`config.mk`:
```
export PLATFORM = sky130hd
export DESIGN_NAME = ioe_exec
export DESIGN_NICKNAME = d
export VERILOG_FILES = /design/src/core/ioe_exec.v /design/src/core/ioe_pin_sync.v
export VERILOG_INCLUDE_DIRS = /design/src /design/src/core
export SDC_FILE = /design/constraint.sdc
export NUM_CORES = 1
export LEC_CHECK = 0
export ABC_CLOCK_PERIOD_IN_PS = 1900
export BUFFER_PORTS_ARGS = -buffer_cell sky130_fd_sc_hd__buf_2
export CAP_MARGIN = 5
export CORE_AREA = 2 2 128 130
export CTS_CLUSTER_SIZE = 30
export DETAILED_ROUTE_END_ITERATION = 6
export DIE_AREA = 0 0 130 132
export HOLD_SLACK_MARGIN = 0.1
export PLACE_DENSITY_LB_ADDON = 0.3
export REMOVE_ABC_BUFFERS = 1
export SYNTH_ARGS = -nofsm -noshare
export SYNTH_HDL_FRONTEND = slang
export SYNTH_HIERARCHICAL = 1
export SYNTH_SLANG_ARGS = --single-unit
```
`constraint.sdc`:
```
create_clock -name mclk_in -period 1.9 [get_ports mclk_in]
set_input_delay 0.285 -clock mclk_in [delete_from_list [all_inputs] [get_ports mclk_in]]
set_output_delay 0.285 -clock mclk_in [all_outputs]
set_load 0.02 [all_outputs]
```
`src/core/ioe_consts.vh`:
```
// Constants for the port, converter and system instruction executor
`ifndef IOE_CONSTS_VH
`define IOE_CONSTS_VH
`define IOE_OP_NOP        10'h000
`define IOE_OP_BKP_ENTER  10'h008
`define IOE_OP_PWR_TEST   10'h003
`define IOE_OP_BKP_ARM    10'h05b
`define IOE_OP_DRV_ALL    10'h011
`define IOE_OP_DRV_CLR    10'h014
`define IOE_OP_DRV_SET    10'h015
`define IOE_OP_DRV_TEST   10'h024
`define IOE_OP_IN0        10'h260
`define IOE_OP_IN1        10'h261
`define IOE_OP_IN2        10'h262
`define IOE_OP_IN3        10'h263
`define IOE_OP_OUT0       10'h220
`define IOE_OP_OUT1       10'h221
`define IOE_OP_OUT2       10'h222
`define IOE_OP_OUT3       10'h223
`define IOE_OP_C_SET      10'h28d
`define IOE_OP_C_CLR      10'h28c
`define IOE_OP_C_TEST     10'h289
`define IOE_OP_K_READ     10'h26f
`define IOE_OP_K_WRITE    10'h21f
`define IOE_OP_KW0_WR     10'h21b
`define IOE_OP_KW0_RD     10'h256
`define IOE_OP_KW1_WR     10'h214
`define IOE_OP_KW1_RD     10'h259
`define IOE_OP_KW2_WR     10'h215
`define IOE_OP_KW2_RD     10'h25a
`define IOE_OP_PU0_WR     10'h22d
`define IOE_OP_PU1_WR     10'h22e
`define IOE_OP_PU2_WR     10'h22f
`define IOE_OP_RES_RD     10'h279
`define IOE_OP_RES_LO_RD  10'h249
`define IOE_OP_CMP_WR     10'h239
`define IOE_OP_CNV_RD     10'h244
`define IOE_OP_CNV_WR     10'h204
`define IOE_OP_CNV_START  10'h29f
`define IOE_OP_CNV_TEST   10'h287
`define IOE_OP_WD_ARM     10'h29c
`define IOE_OP_WD_TEST    10'h2a0
`define IOE_OP_OSC_CER    10'h29a
`define IOE_OP_OSC_RC     10'h29b
`define IOE_OP_CLK_RD     10'h252
`define IOE_OP_CLK_WR     10'h216
`define IOE_MODE_BIT      3
`define IOE_IRQEN_BIT     2
`define IOE_DRV_BITS      6
`define IOE_DRV_MAX_IDX   3'h5
`define IOE_RST_NIBBLE    4'h0
`define IOE_RST_DRV       6'h3f
`define IOE_SYNC_STAGES   3
`endif

```
`src/core/ioe_exec.v`:
```
// Executor for port, converter and system control instructions
// Overview of operation
// - Port groups zero and one load into accumulator and drive from it.
// - Input from groups two or three fills accumulator bits one and zero.
// - Output to groups two or three drives accumulator bits one and zero.
// - Set-all sets drive port; bit set and clear use index 0 to 5.
// - Drive port bit test skips when indexed bit is zero.
// - Separate instructions set and clear the single port.
// - Single port test skips when the port holds one.
// - Second single port reads into and writes from accumulator bit 0.
// - Three key wakeup registers are writable and readable.
// - Three pull-up registers are write-only.
// - Conversion mode result read gives bits 9-6 to B, 5-2 to A.
// - Comparator mode result read gives bits 7-4 to B, 3-0 to A.
// - Low result read puts result bits 1,0 into accumulator bits 3,2.
// - Comparator write is no-op in conversion mode, loads from B and A otherwise.
// - Converter control readable and writable; bit 3 selects comparator mode.
// - Start clears done flag then starts conversion or comparator operation.
// - Done test skips and clears flag when enable bit zero; else no-op.
// - No-op only advances the program counter.
// - Back-up entry takes effect only directly after the arm instruction.
// - Power flag test skips when flag is one, leaving flag unchanged.
// - Watchdog test skips and clears flag; after stop arm also stops watchdog.
// - Oscillator select instructions and clock control transfers.
`timescale 1ns/10ps
`include "ioe_consts.vh"
module ioe_exec (
    input  wire        mclk_in,
    input  wire        rst_b_in,
    input  wire        instr_valid_in,
    input  wire [9:0]  instr_code_in,
    input  wire [3:0]  acc_in,
    input  wire [3:0]  acc_b_in,
    input  wire [2:0]  index_in,
    input  wire [3:0]  port_group_zero_in,
    input  wire [3:0]  port_group_one_in,
    input  wire [1:0]  port_group_two_in,
    input  wire [1:0]  port_group_three_in,
    input  wire [5:0]  drive_port_in,
    input  wire        single_port_in,
    input  wire        second_single_port_in,
    input  wire [9:0]  conv_result_in,
    input  wire        conv_done_set_in,
    input  wire        conversion_irq_enable_bit_in,
    input  wire        backup_return_flag_in,
    input  wire        watchdog_flag_one_set_in,
    output reg  [3:0]  acc_out,
    output reg         acc_we_out,
    output reg  [3:0]  acc_b_out,
    output reg         acc_b_we_out,
    output reg         skip_out,
    output reg         pc_inc_out,
    output reg  [3:0]  port_group_zero_out,
    output reg  [3:0]  port_group_one_out,
    output reg  [1:0]  port_group_two_out,
    output reg  [1:0]  port_group_three_out,
    output reg  [5:0]  drive_port_out,
    output reg         single_port_out,
    output reg         second_single_port_out,
    output reg  [11:0] key_wakeup_ctrl_out,
    output reg  [11:0] pullup_ctrl_out,
    output reg  [7:0]  comparator_reg_out,
    output reg  [3:0]  converter_ctrl_out,
    output reg         conv_start_out,
    output reg         comparator_start_out,
    output reg         conversion_done_flag_out,
    output reg         backup_enter_out,
    output reg         watchdog_flag_one_out,
    output reg         watchdog_stop_out,
    output reg         osc_ceramic_out,
    output reg         osc_rc_out,
    output reg  [3:0]  clock_ctrl_out
);
    wire [3:0] pg0_s;
    wire [3:0] pg1_s;
    wire [1:0] pg2_s;
    wire [1:0] pg3_s;
    wire [5:0] drv_s;
    wire       cp_s;
    wire       kp_s;

    // Pins are asynchronous to mclk_in, so every one goes through the synchroniser
    ioe_pin_sync #(.W(20)) u_sync (
        .mclk_in  (mclk_in),
        .rst_b_in (rst_b_in),
        .d_in     ({port_group_zero_in, port_group_one_in, port_group_two_in,
                    port_group_three_in, drive_port_in, single_port_in,
                    second_single_port_in}),
        .q_out    ({pg0_s, pg1_s, pg2_s, pg3_s, drv_s, cp_s, kp_s})
    );

    reg        bkp_armed_r;
    reg        wd_armed_r;
    reg [3:0]  acc_nxt;
    reg        acc_we_nxt;
    reg [3:0]  accb_nxt;
    reg        accb_we_nxt;
    reg        skip_nxt;
    reg [5:0]  drv_nxt;
    reg        cmode;
    reg        idx_ok;

    function [3:0] kw_nib;
        input [11:0] v;
        input [1:0]  n;
        begin
            kw_nib = v[n*4 +: 4];
        end
    endfunction

    always @* begin
        acc_nxt     = `IOE_RST_NIBBLE;
        acc_we_nxt  = 1'b0;
        accb_nxt    = `IOE_RST_NIBBLE;
        accb_we_nxt = 1'b0;
        skip_nxt    = 1'b0;
        drv_nxt     = drive_port_out;
        cmode       = converter_ctrl_out[`IOE_MODE_BIT];
        idx_ok      = (index_in <= `IOE_DRV_MAX_IDX);
        if (instr_valid_in) begin
            case (instr_code_in)
                `IOE_OP_IN0: begin
                    acc_nxt = pg0_s;
                    acc_we_nxt = 1'b1;
                end
                `IOE_OP_IN1: begin
                    acc_nxt = pg1_s;
                    acc_we_nxt = 1'b1;
                end
                `IOE_OP_IN2: begin
                    acc_nxt = {2'b00, pg2_s};
                    acc_we_nxt = 1'b1;
                end
                `IOE_OP_IN3: begin
                    acc_nxt = {2'b00, pg3_s};
                    acc_we_nxt = 1'b1;
                end
                `IOE_OP_DRV_ALL: drv_nxt = `IOE_RST_DRV;
                `IOE_OP_DRV_CLR: begin
                    if (idx_ok) begin
                        drv_nxt[index_in] = 1'b0;
                    end
                end
                `IOE_OP_DRV_SET: begin
                    if (idx_ok) begin
                        drv_nxt[index_in] = 1'b1;
                    end
                end
                `IOE_OP_DRV_TEST: skip_nxt = idx_ok & ~drv_s[index_in];
                `IOE_OP_C_TEST: skip_nxt = cp_s;
                `IOE_OP_K_READ: begin
                    acc_nxt = {3'b000, kp_s};
                    acc_we_nxt = 1'b1;
                end
                `IOE_OP_KW0_RD: begin
                    acc_nxt = kw_nib(key_wakeup_ctrl_out, 2'd0);
                    acc_we_nxt = 1'b1;
                end
                `IOE_OP_KW1_RD: begin
                    acc_nxt = kw_nib(key_wakeup_ctrl_out, 2'd1);
                    acc_we_nxt = 1'b1;
                end
                `IOE_OP_KW2_RD: begin
                    acc_nxt = kw_nib(key_wakeup_ctrl_out, 2'd2);
                    acc_we_nxt = 1'b1;
                end
                `IOE_OP_RES_RD: begin
                    acc_we_nxt = 1'b1;
                    accb_we_nxt = 1'b1;
                    if (cmode) begin
                        accb_nxt = comparator_reg_out[7:4];
                        acc_nxt = comparator_reg_out[3:0];
                    end else begin
                        accb_nxt = conv_result_in[9:6];
                        acc_nxt = conv_result_in[5:2];
                    end
                end
                `IOE_OP_RES_LO_RD: begin
                    acc_nxt = {conv_result_in[1:0], 2'b00};
                    acc_we_nxt = 1'b1;
                end
                `IOE_OP_CNV_RD: begin
                    acc_nxt = converter_ctrl_out;
                    acc_we_nxt = 1'b1;
                end
                `IOE_OP_CNV_TEST: begin
                    skip_nxt = ~conversion_irq_enable_bit_in & conversion_done_flag_out;
                end
                `IOE_OP_PWR_TEST: skip_nxt = backup_return_flag_in;
                `IOE_OP_WD_TEST: skip_nxt = watchdog_flag_one_out;
                `IOE_OP_CLK_RD: begin
                    acc_nxt = clock_ctrl_out;
                    acc_we_nxt = 1'b1;
                end
                default: acc_nxt = `IOE_RST_NIBBLE;
            endcase
        end
    end

    wire is_op = instr_valid_in;
    wire op_cmp_wr = is_op & (instr_code_in == `IOE_OP_CMP_WR);
    wire op_start = is_op & (instr_code_in == `IOE_OP_CNV_START);
    wire op_ctest = is_op & (instr_code_in == `IOE_OP_CNV_TEST);
    wire op_wtest = is_op & (instr_code_in == `IOE_OP_WD_TEST);

    always @(posedge mclk_in) begin
        if (!rst_b_in) begin
            acc_out                  <= `IOE_RST_NIBBLE;
            acc_we_out               <= 1'b0;
            acc_b_out                <= `IOE_RST_NIBBLE;
            acc_b_we_out             <= 1'b0;
            skip_out                 <= 1'b0;
            pc_inc_out               <= 1'b0;
            port_group_zero_out      <= `IOE_RST_NIBBLE;
            port_group_one_out       <= `IOE_RST_NIBBLE;
            port_group_two_out       <= 2'b00;
            port_group_three_out     <= 2'b00;
            drive_port_out           <= `IOE_RST_DRV;
            single_port_out          <= 1'b0;
            second_single_port_out   <= 1'b0;
            key_wakeup_ctrl_out      <= 12'h000;
            pullup_ctrl_out          <= 12'h000;
            comparator_reg_out       <= 8'h00;
            converter_ctrl_out       <= `IOE_RST_NIBBLE;
            conv_start_out           <= 1'b0;
            comparator_start_out     <= 1'b0;
            conversion_done_flag_out <= 1'b0;
            backup_enter_out         <= 1'b0;
            watchdog_flag_one_out    <= 1'b0;
            watchdog_stop_out        <= 1'b0;
            osc_ceramic_out          <= 1'b0;
            osc_rc_out               <= 1'b0;
            clock_ctrl_out           <= `IOE_RST_NIBBLE;
            bkp_armed_r              <= 1'b0;
            wd_armed_r               <= 1'b0;
        end else begin
            acc_out        <= acc_nxt;
            acc_we_out     <= acc_we_nxt;
            acc_b_out      <= accb_nxt;
            acc_b_we_out   <= accb_we_nxt;
            skip_out       <= skip_nxt;
            pc_inc_out     <= is_op;
            drive_port_out <= drv_nxt;
            conv_start_out <= op_start & ~converter_ctrl_out[`IOE_MODE_BIT];
            comparator_start_out <= op_start & converter_ctrl_out[`IOE_MODE_BIT];
            backup_enter_out <= 1'b0;
            if (is_op) begin
                // Arms hold only across the very next instruction
                bkp_armed_r <= (instr_code_in == `IOE_OP_BKP_ARM);
                wd_armed_r  <= (instr_code_in == `IOE_OP_WD_ARM);
                case (instr_code_in)
                    `IOE_OP_OUT0: port_group_zero_out <= acc_in;
                    `IOE_OP_OUT1: port_group_one_out <= acc_in;
                    `IOE_OP_OUT2: port_group_two_out <= acc_in[1:0];
                    `IOE_OP_OUT3: port_group_three_out <= acc_in[1:0];
                    `IOE_OP_C_SET: single_port_out <= 1'b1;
                    `IOE_OP_C_CLR: single_port_out <= 1'b0;
                    `IOE_OP_K_WRITE: second_single_port_out <= acc_in[0];
                    `IOE_OP_KW0_WR: key_wakeup_ctrl_out[3:0] <= acc_in;
                    `IOE_OP_KW1_WR: key_wakeup_ctrl_out[7:4] <= acc_in;
                    `IOE_OP_KW2_WR: key_wakeup_ctrl_out[11:8] <= acc_in;
                    `IOE_OP_PU0_WR: pullup_ctrl_out[3:0] <= acc_in;
                    `IOE_OP_PU1_WR: pullup_ctrl_out[7:4] <= acc_in;
                    `IOE_OP_PU2_WR: pullup_ctrl_out[11:8] <= acc_in;
                    `IOE_OP_CNV_WR: converter_ctrl_out <= acc_in;
                    `IOE_OP_BKP_ENTER: backup_enter_out <= bkp_armed_r;
                    `IOE_OP_OSC_CER: osc_ceramic_out <= 1'b1;
                    `IOE_OP_OSC_RC: osc_ceramic_out <= 1'b0;
                    `IOE_OP_CLK_WR: clock_ctrl_out <= acc_in;
                    default: clock_ctrl_out <= clock_ctrl_out;
                endcase
                if (instr_code_in == `IOE_OP_OSC_CER || instr_code_in == `IOE_OP_OSC_RC) begin
                    osc_rc_out <= (instr_code_in == `IOE_OP_OSC_RC);
                end
            end
            if (op_cmp_wr && converter_ctrl_out[`IOE_MODE_BIT]) begin
                comparator_reg_out <= {acc_b_in, acc_in};
            end
            // Hardware set wins over an instruction clear in the same cycle
            if (conv_done_set_in) begin
                conversion_done_flag_out <= 1'b1;
            end else if (op_start) begin
                conversion_done_flag_out <= 1'b0;
            end else if (op_ctest && !conversion_irq_enable_bit_in) begin
                conversion_done_flag_out <= 1'b0;
            end
            if (watchdog_flag_one_set_in) begin
                watchdog_flag_one_out <= 1'b1;
            end else if (op_wtest) begin
                watchdog_flag_one_out <= 1'b0;
            end
            if (op_wtest && wd_armed_r) begin
                watchdog_stop_out <= 1'b1;
            end
        end
    end
endmodule

```
`src/core/ioe_pin_sync.v`:
```
// Three-stage pin synchroniser; output changes once stages two and three agree
`timescale 1ns/10ps
module ioe_pin_sync #(
    parameter W = 1
) (
    input  wire         mclk_in,
    input  wire         rst_b_in,
    input  wire [W-1:0] d_in,
    output reg  [W-1:0] q_out
);
    reg [W-1:0] s1_r;
    reg [W-1:0] s2_r;
    reg [W-1:0] s3_r;
    integer i;
    always @(posedge mclk_in) begin
        if (!rst_b_in) begin
            s1_r  <= {W{1'b0}};
            s2_r  <= {W{1'b0}};
            s3_r  <= {W{1'b0}};
            q_out <= {W{1'b0}};
        end else begin
            s1_r <= d_in;
            s2_r <= s1_r;
            s3_r <= s2_r;
            for (i = 0; i < W; i = i + 1) begin
                if (s2_r[i] == s3_r[i]) begin
                    q_out[i] <= s3_r[i];
                end
            end
        end
    end
endmodule

```
* Word-level counts from Yosys, hierarchy flattened
Index checks and enable logic that the tools add are counted.
** Cells by class
- Order comparisons :: 3
- Equality and inequality tests :: 64
- Multiplexer cells :: 20
- Bitwise logic cells :: 14
- Reduce and logical (&&, ||, !) cells :: 32
** Operators by type and width (count)
- $eq 10x10->1 const B :: 35
- $pmux 4 s12 :: 1
- $reduce_and 2->1 :: 17
- $eq 10x5->1 const B :: 3
- $eq 1x1->1 :: 20
- $pmux 6 s3 :: 1
- $mux 6 :: 2
- $reduce_or 12->1 :: 1
- $eq 10x2->1 const B :: 1
- $eq 10x4->1 const B :: 1
- $eq 10x6->1 const B :: 1
- $eq 10x7->1 const B :: 1
- $mux 1 :: 9
- $and 1x1->1 :: 8
- $mux 4 :: 2
- $and 6x6->6 :: 1
- $not 6->6 :: 1
- $or 6x6->6 :: 1
- $reduce_and 3->1 :: 2
- $reduce_bool 2->1 :: 3
- $reduce_bool 3->1 :: 2
- $pmux 1 s5 :: 1
- $logic_and 1x1->1 :: 4
- $lt 3x4->1 const B :: 1
- other kinds (10) :: 14
** Word-level totals
- Register bits after elaboration :: 162
- Bits of input ports :: 58
- Output and inout bits :: 80
- Word-level logic and storage cells :: 188

* Logic depth before layout (Yosys ltp)
Gate-level depths: netlist (run 1).
- Word-level depth :: 8
- Mapped depth :: 7
- Mapped depth without buffers :: 5

* Cells and area by module
Netlist (run 1), hierarchy kept.
** By module, submodules not included
- ioe_exec :: times used 1, cells an instance 437, area each 3834.9 um^2, sequential area each 1641.6 um^2
- ioe_pin_sync :: times used 1, cells an instance 208, area each 2347.3 um^2, sequential area each 1601.5 um^2

* Least setup slack after synthesis (run 1)
Ideal clock, no wire load.
- Kind :: register -> register
- Start point :: register converter_ctrl_out[3]
- End point :: register comparator_reg_out[7]
- Library setup time :: 0.128 ns
- Data arrival time :: 1.663 ns
- Data required time :: 1.772 ns
- Slack :: 0.109 ns
- Cell stages (with the launch flop) :: 6
- Buffers on the path :: 0
- Period minus slack after synthesis :: 1.791 ns
- Path through :: dfxtp_1 > inv_1 > or3_2 > nor3_4 > mux2i_1 > nor2_1
** On the way
- Longest elaborated chain between the ends :: 1
** RTL lines
- from (decl) :: line ioe_exec.v:63 : output reg [3:0] converter_ctrl_out,
- from (signal assigned) :: line ioe_exec.v:224 : converter_ctrl_out <= `IOE_RST_NIBBLE;
- from (signal assigned) :: line ioe_exec.v:265 : `IOE_OP_CNV_WR: converter_ctrl_out <= acc_in;
- $logic_and 1x1->1 :: line ioe_exec.v:276 : if (op_cmp_wr && converter_ctrl_out[`IOE_MODE_BIT]) begin
- to (signal assigned) :: line ioe_exec.v:277 : comparator_reg_out <= {acc_b_in, acc_in};
- to (decl) :: line ioe_exec.v:62 : output reg [7:0] comparator_reg_out,
Every way passes these cells.
A chain may end at the register's enable or synchronous reset.

* Worst setup path after layout (run 1)
- Start point :: register converter_ctrl_out[3]
- End point :: register comparator_reg_out[5]
The elaborated chain is that of the path after synthesis.

==> out/summary.md, run 1 <==
For the count of standard-cell rows, the log shows 46. The tools report the CTS H-tree depth as 4. The run gives 6182 µm² as the mapped cell area. The number of buffers inserted by port buffering was 137. Walking the worst path, the cells encountered are inv_1 > or3_2 > nor3_4 > buf_12 > mux2i_1 > nor2_1.

The run gives 914 as the total number of nets in the final design. Buffers added to address setup during post-CTS repair amount to 0. The kind of launch point of the worst setup path was a register. Among all flip-flop cells after synthesis, the most frequent one is sky130_fd_sc_hd__dfxtp_1. For the latest clock arrival within the worst-skew pair, the log shows 430 ps. At the worst endpoint, the arrival time is 1900 ps. Clock skew on the completed layout was measured at 11.21 ps. A synthesized cell averages 9.585 µm².

The count of cells along the worst register-to-register path is 6. Slowest library cell on the worst path: sky130_fd_sc_hd__or3_2. The initial antenna violation count is 0. Number of global-route vias before repair: 4832. The endpoint identified for the worst register-to-register timing path is comparator_reg_out[5].

The worst path required time was 2200 ps. The async set or reset register ratio after synthesis came out at 0. The placed instances occupy a cell area of 7450 µm². Root buffer selected by CTS: sky130_fd_sc_hd__clkbuf_16. Setup repair after global routing left no endpoint under its margin. The wire-length estimate of the detail-placed layout is 11490 µm.

The gate count of the mapped netlist is 645. The run gives 29 as the total of hold buffers inserted after clock tree synthesis. The relative area change from synthesis to final layout came out at 35.34%. The synthesized netlist contains 64 unique library cells. The transition time at the pin with the least slew margin came out at 539.9 ps. The antenna diode count is 0. The synthesized design contains 162 register bits.

Subtracting the final worst setup slack from the clock period gives 1602 ps. In this design, the stage delay of the slowest critical-path cell is 500 ps. Routability-driven placement finished with a final weighted congestion of 0.9025.

The worst slew slack as a fraction of its limit was 0.6397; the sequential area share after synthesis was 0.5246. Via count: 5205. Maximum clock frequency: 624.1 MHz. The number of nets with antenna violations after detailed routing is 0, and the reported leakage power is 3.615 nW. During synthesis, Yosys emitted a total of 6 warnings. The worst hold path terminates at comparator_reg_out[6].

Setup violations remaining at the end of the flow were counted as 0. On the final layout, the worst hold slack is 132.7 ps. The I/O pin count is 138, and the maximum clock insertion buffer count is 2. TritonCTS built the clock tree.

Counting the buffers created by CTS gives 17. The worst register-to-register path begins at converter_ctrl_out[3]. The initial cell density of the core is 0.3935. Dividing the detail-routed via count by the number of cells gives 4.797. Power per unit of standard cell area: 899.1 nW/µm². For the number of DRC violations after detailed-routing iteration 0, the log shows 294. The total track usage is 0.1896. The first global-routing pass estimated 25260 µm of wire.

The tools report the kind of end point of the critical path as a register. The fraction of final layout cells with drive strength greater than 1 is 0.2969, and the floorplan die width is 130 µm. The class of the most critical hold timing path is input port to register. Counting instances, the worst hold path has a depth of 3. The setup path with the least slack is of type register to register.

By area the synthesized netlist is led by sky130_fd_sc_hd__dfxtp_1 52%, sky130_fd_sc_hd__mux2i_1 8.1%, sky130_fd_sc_hd__and2_1 6.4%. The hold violation total from the final report is 0, and the final design area excluding fillers is 8367 µm². The final design utilization was 0.5325. Along the worst path, the maximum fanout reaches 8. The average wire per standard cell works out to 14.76 µm.

The dominant cell type by area after synthesis was sky130_fd_sc_hd__dfxtp_1. The final cycle utilization of the critical path is 0.8433, and the count of flip-flops with a built-in enable after synthesis is 0. After synthesis, the most frequently instantiated cells are 162 x sky130_fd_sc_hd__dfxtp_1, 67 x sky130_fd_sc_hd__nand2_1, 63 x sky130_fd_sc_hd__and2_1.

The worst-case register-to-register setup slack is 300 ps. The top-area cell type share of the netlist area came out at 0.5246. For the number of max-cap violations, the log shows 0. The tools report the total power consumption of the routed design as 0.007523 W.

The run gives 60 as the pin count of the biggest net entering global routing. After clock tree synthesis, the repair step resized 0 gates. The flow ran to the end, and the final reports show no timing, DRC or antenna violations.

The first detailed-routing pass took 5 iterations. For this run, design rule violations remaining after detail routing come to 0. The clock transition at the registers of the reported paths came out at 60 ps. The floorplan step defined a die boundary enclosing 17160 µm². The overall routed net length was 16010 µm. IR analysis of the VDD net gives a maximum drop of 0.0005913 V. The run gives 0 as the number of pins with negative max-slew slack in the final report. The core region is 15710 µm². The clock sink count came out at 162. sky130_fd_sc_hd__dfxtp_1 is the most common cell in the netlist.

Overflow left after global routing: 0. The launch point of the worst hold path is acc_b_in[2]. The floorplan step set the die height to 132 µm.
[cell usage in the layout, fill, tap and decap left out, types with 4 or more instances in the layout]
| master | count |
|---|---|
| sky130_fd_sc_hd__mux2_2 | 4 |
| sky130_fd_sc_hd__dfxtp_1 | 162 |
| sky130_fd_sc_hd__buf_2 | 137 |
| sky130_fd_sc_hd__dlygate4sd3_1 | 29 |
| sky130_fd_sc_hd__mux2i_1 | 50 |
| sky130_fd_sc_hd__nor3_1 | 4 |
| sky130_fd_sc_hd__nand2b_1 | 5 |
| sky130_fd_sc_hd__nand3_1 | 32 |
| sky130_fd_sc_hd__nor2_1 | 57 |
| sky130_fd_sc_hd__a21oi_1 | 32 |
| sky130_fd_sc_hd__a22oi_1 | 4 |
| sky130_fd_sc_hd__nor4_1 | 4 |
| sky130_fd_sc_hd__nor2b_1 | 8 |
| sky130_fd_sc_hd__a21boi_0 | 16 |
| sky130_fd_sc_hd__buf_4 | 61 |
| sky130_fd_sc_hd__and2_1 | 63 |
| sky130_fd_sc_hd__o21ai_0 | 27 |
| sky130_fd_sc_hd__clkbuf_16 | 17 |
| sky130_fd_sc_hd__nand2_1 | 67 |
| sky130_fd_sc_hd__inv_1 | 6 |
| sky130_fd_sc_hd__a31oi_1 | 7 |
| sky130_fd_sc_hd__inv_6 | 7 |
[worst max path at each step]
| stage | startpoint | cells after the start | to |
|---|---|---|---|
| 2_1_floorplan | converter_ctrl_out[3] | 5 | comparator_reg_out[0] |
| 3_3_place_gp | instr_code_in[5] | 7 | drive_port_out[2] |
| 3_5_place_dp | instr_code_in[5] | 7 | drive_port_out[1] |
| 4_1_cts | converter_ctrl_out[3] | 6 | comparator_reg_out[3] |
| 5_1_grt | instr_code_in[5] | 7 | drive_port_out[2] |
| 6_report | converter_ctrl_out[3] | 6 | comparator_reg_out[5] |
[routing by layer]
metal	GRT usage	wire, µm	vias up
li1	-	-	2650
met3	0.05519	1009	23
met4	0.07109	314	0
met1	0.2443	7352	2368
met5	0	0	-
met2	0.2999	7336	164
[cell type report]
cell class	count	area, µm²
Timing Repair Buffer	229	1474
Tap cell	216	270.3
Clock buffer	18	439.2
Sequential cell	162	3243
Clock inverter	14	187.7
Multi-Input combinational cell	439	2726
Inverter	7	26.28
Fill cell	1467	7346
[registers in the layout (all words and copies together) (netlist names), 6 cells and up]
register / flops
pullup_ctrl_out: 12
drive_port_out: 6
key_wakeup_ctrl_out: 12
u_sync/s2_r: 20
u_sync/s3_r: 20
u_sync/s1_r: 20
u_sync/q_out: 20
comparator_reg_out: 8
[through the flow]
step                      TNS (ps)  instances  setup slack [ps]
after CTS                        0       1085             321.5
after floorplan              -2151        608            -201.7
final                            0       1085             297.7
after global placement      -123.8       1024            -57.78
after global routing             0       1085             191.1
after detailed placement    -160.6       1024            -77.70
[worst max-delay path, delay by kind of cell, from the launching register on]
kind | cells | cell delay (ps)
flip-flops | 1 | 330
multiplexers | 1 | 210
buffers and inverters | 2 | 220
AND/OR/NAND/NOR | 3 | 730
[kinds of logic after synthesis]
kind of cell | Yosys count | synth area share
flip-flops | 162 | 0.5246
multiplexers | 55 | 0.09188
AO/OA/AOI/OAI | 110 | 0.1146
AND/OR/NAND/NOR | 274 | 0.2346
buffers and inverters | 44 | 0.03440
[where the power goes]
| group | switching (W) | internal, W | leakage [nW] | total (W) |
|---|---|---|---|---|
| sequential | 0.0000205 | 0.00345 | 1.32 | 0.00347 |
| combinational | 0.000233 | 0.000219 | 1.99 | 0.000452 |
| clock | 0.00145 | 0.00215 | 0.311 | 0.00360 |
Note: power is estimated with default switching activity, not from simulation.
==> inputs of run 2 (changes only) <==
--- a/config.mk
+++ b/config.mk
@@ -6,13 +6,14 @@
 export SDC_FILE = /design/constraint.sdc
 export NUM_CORES = 1
 export LEC_CHECK = 0
-export ABC_CLOCK_PERIOD_IN_PS = 1900
+export ABC_AREA = 1
+export ABC_CLOCK_PERIOD_IN_PS = 1650
 export BUFFER_PORTS_ARGS = -buffer_cell sky130_fd_sc_hd__buf_2
 export CAP_MARGIN = 5
-export CORE_AREA = 2 2 128 130
+export CORE_AREA = 2 2 131 133
 export CTS_CLUSTER_SIZE = 30
 export DETAILED_ROUTE_END_ITERATION = 6
-export DIE_AREA = 0 0 130 132
+export DIE_AREA = 0 0 133 135
 export HOLD_SLACK_MARGIN = 0.1
 export PLACE_DENSITY_LB_ADDON = 0.3
 export REMOVE_ABC_BUFFERS = 1
==> constraint.sdc (replaced) <==
create_clock -name mclk_in -period 1.65 [get_ports mclk_in]
set_input_delay 0.2475 -clock mclk_in [delete_from_list [all_inputs] [get_ports mclk_in]]
set_output_delay 0.2475 -clock mclk_in [all_outputs]
set_load 0.02 [all_outputs]
==> run 2 against run 1 <==
Synthesized area rose by 4.5%. Hold slack got worse by 20 ps. Final cell count rose by 17%. Combinational power rose by 9.7%. Die area rose by 4.6%. Sequential share of layout area fell by 0.15 points. Wire length rose by 7.1%. Setup slack got worse by 140 ps. Non-clock buffer count fell by 28. Core utilization fell by 2.1 points.
==> out/summary.md, run 2 <==
The flow ran to the end, and the final reports show no timing, DRC or antenna violations. The tools report the root buffer selected by CTS as sky130_fd_sc_hd__clkbuf_16. The tools report the overall routed net length as 17140 µm. Across the run, the number of max-cap violations was 0. The transition time at the pin with the least slew margin is 695.1 ps. Average wire per standard cell: 13.47 µm. The hold violation total from the final report was 0. The number of buffers inserted by port buffering was 137. The floorplan step defined a core boundary enclosing 16410 µm². The mean instance size in the synthesized netlist is 7.681 µm², and the antenna diode count is 0.

The worst slew slack as a fraction of its limit was 0.5361; the die outline height was 135 µm. The async set or reset register ratio after synthesis works out to 0. The critical path class is register to register. Number of setup violations in the final report: 0. Among all flip-flop cells after synthesis, the most frequent one is sky130_fd_sc_hd__dfxtp_1. Fill cells in the final layout number 1603. Across all setup checks in the final design, the least slack found is 154.7 ps.

The clock tree skew after final layout came out at 6.747 ps. Entering global routing, the biggest net connects 91 pins. After layout, the design draws a total of 0.008205 W.

The fraction of final layout cells with drive strength greater than 1 is 0.2602, and the top-area cell type share of the netlist area is 0.5020. The worst setup path is launched from a register. Summing all non-filler instances in the final layout gives an area of 8399 µm². The dominant cell type by area after synthesis is sky130_fd_sc_hd__dfxtp_1. Summing all flip-flop and latch instances after layout gives 3243 µm². In this run the worst hold path is classified as input port to register.

In this run the remaining antenna-violating nets after routing total 0. VDD sags by at most 0.0007118 V. The initial cell density of the core was 0.3937.

The tools report the sequential area share after synthesis as 0.5020. The number of distinct standard cells referenced by the synthesized netlist was 30; the number of pins with negative max-slew slack in the final report was 0. The largest fanout of any net on the critical path is 6.

The clock sink count was 162. The library cell used most frequently in the layout, excluding fill and tap cells, is sky130_fd_sc_hd__nand2_1. Once placement completed, the tool counted placed cells totaling 1214.

For this design the top-level I/O count stands at 138. The tools report the via count as 5784. Setup repair after global routing left no endpoint under its margin. The logs give -64.04 ps for the post-placement setup slack and 5364 for the number of global-route vias before repair. The total overflow left after global routing is 0. The number of flip-flops and latches in the synthesized netlist was 162; the worst endpoint data arrival time was 1810 ps. For this run, the post-layout net count is 1099. At the worst endpoint, the required time is 1970 ps. The power per unit of standard cell area is 976.9 nW/µm². The Yosys step of the flow raised 6 warnings. The worst setup path is captured at a register. The floorplan die width came out at 133 µm. The leading cell type by number of instances after synthesis was sky130_fd_sc_hd__nand2_1. The maximum clock insertion buffer count was 2; the latest clock arrival within the worst-skew pair was 430 ps. The worst path needs 1495 ps of the cycle, external delays included.

The initial antenna violation count is 0. By count the netlist is led by 179 x sky130_fd_sc_hd__nand2_1, 162 x sky130_fd_sc_hd__dfxtp_1, 131 x sky130_fd_sc_hd__inv_1. Once placement finished, the instance area stood at 7564 µm². For the count of standard-cell rows, the log shows 47. In the routed layout, each cell is associated on average with a via count of 4.544. Reported leakage power: 4.122 nW. The finished layout holds 1273 standard cells, fillers aside. The detailed router finished its first iteration with 351 violations.

By area the synthesized netlist is led by sky130_fd_sc_hd__dfxtp_1 50%, sky130_fd_sc_hd__nand2_1 10%, sky130_fd_sc_hd__inv_1 7.6%. The relative area change from synthesis to final layout was 30.02%. The total track usage was 0.1945.

The run gives 12520 µm as the detailed placer's ending HPWL. The run gives 841 as the gate count of the mapped netlist. The final cycle utilization of the critical path came out at 0.9063. TritonCTS built the clock tree.

The die covers 17960 µm². DRC violations left: 0. In this run the cell area of the synthesized design comes to 6460 µm². The tools report the global-route wire length before repair as 27040 µm.

In this run, synthesis inferred 0 flip-flops with an integrated enable. The maximum clock frequency is 668.7 MHz, and the post-cts sizing count is 0. Total iterations of the first detailed-routing run: 5. After clock tree synthesis, the clock-pin slew on the worst setup and hold paths is 60 ps.

The CTS H-tree depth came out at 4. The top cell types in the final layout, fill and taps aside, are 179 x sky130_fd_sc_hd__nand2_1, 162 x sky130_fd_sc_hd__dfxtp_1, 136 x sky130_fd_sc_hd__buf_2. TritonCTS created 17 clock buffers. The logs give 0.9096 for the placer congestion estimate and 2516 µm² for the multi-input combinational cell area.
-- run 2: worst paths after layout --
check                              from                    end  slack [ps]  depth (start not counted)
setup / recovery  converter_ctrl_out[3]             acc_out[2]         150                         10
setup reg to reg  converter_ctrl_out[3]             acc_out[2]         150                         10
hold / removal              acc_b_in[3]  comparator_reg_out[7]         110                          3
hold reg to reg         u_sync/s1_r[17]        u_sync/s2_r[17]         400                          2
-- run 2: logic make-up after synthesis --
group | synth area share
DFF | 0.5020
AOI/OAI and AO/OA | 0.1424
and+or+nand+nor | 0.2471
buffers and inverters | 0.1085
-- run 2: repair_timing --
| item | CTS | global route |
|---|---|---|
| buffers inserted | 0 | 0 |
| hold buffers | 28 | 0 |
| hold endpoints to repair | 28 | 0 |
-- run 2: worst max-delay path, cell delays in order (launching register included) --
cell,delay (ps)
sky130_fd_sc_hd__dfxtp_1,340
sky130_fd_sc_hd__clkinv_1,160
sky130_fd_sc_hd__buf_4,210
sky130_fd_sc_hd__nand2_1,60
sky130_fd_sc_hd__nand2_1,80
sky130_fd_sc_hd__nand4_1,100
sky130_fd_sc_hd__nand2_1,60
sky130_fd_sc_hd__nor2_1,170
sky130_fd_sc_hd__nand2_1,80
sky130_fd_sc_hd__nor2_1,80
sky130_fd_sc_hd__nor2_1,40
-- run 2: power by group --
| group | switching [W] | internal, W | total, W |
|---|---|---|---|
| combinational | 0.000298 | 0.000199 | 0.000496 |
| sequential | 0.0000323 | 0.00398 | 0.00401 |
| clock | 0.00158 | 0.00211 | 0.00370 |
-- run 2: per-stage QoR --
step / util / TNS [ps] / hold slack [ps]
2_1_floorplan: - / -680.9 / 331.6
6_report: 0.5119 / 0 / 112.4
4_1_cts: 0.5119 / 0 / 101.0
5_1_grt: 0.5119 / 0 / 140.3
3_3_place_gp: 0.4610 / -198.4 / 388.1
3_5_place_dp: 0.4610 / -342.4 / 396.7
-- run 2: metal layers --
metal | wire (µm) | GRT usage | vias to the layer above
li1 | - | - | 3066
met1 | 7781 | 0.2440 | 2556
met2 | 8041 | 0.3247 | 141
met3 | 1089 | 0.05443 | 21
met4 | 229 | 0.06272 | 0
met5 | 0 | 0 | -
-- run 2: final cells by class --
type | instances | area share
inverter | 142 | 0.06346
clock buffer | 20 | 0.05318
multi-input combinational | 517 | 0.2996
sequential | 162 | 0.3861
timing repair buffer | 201 | 0.1519
tap | 220 | 0.03277
clock inverter | 11 | 0.01296
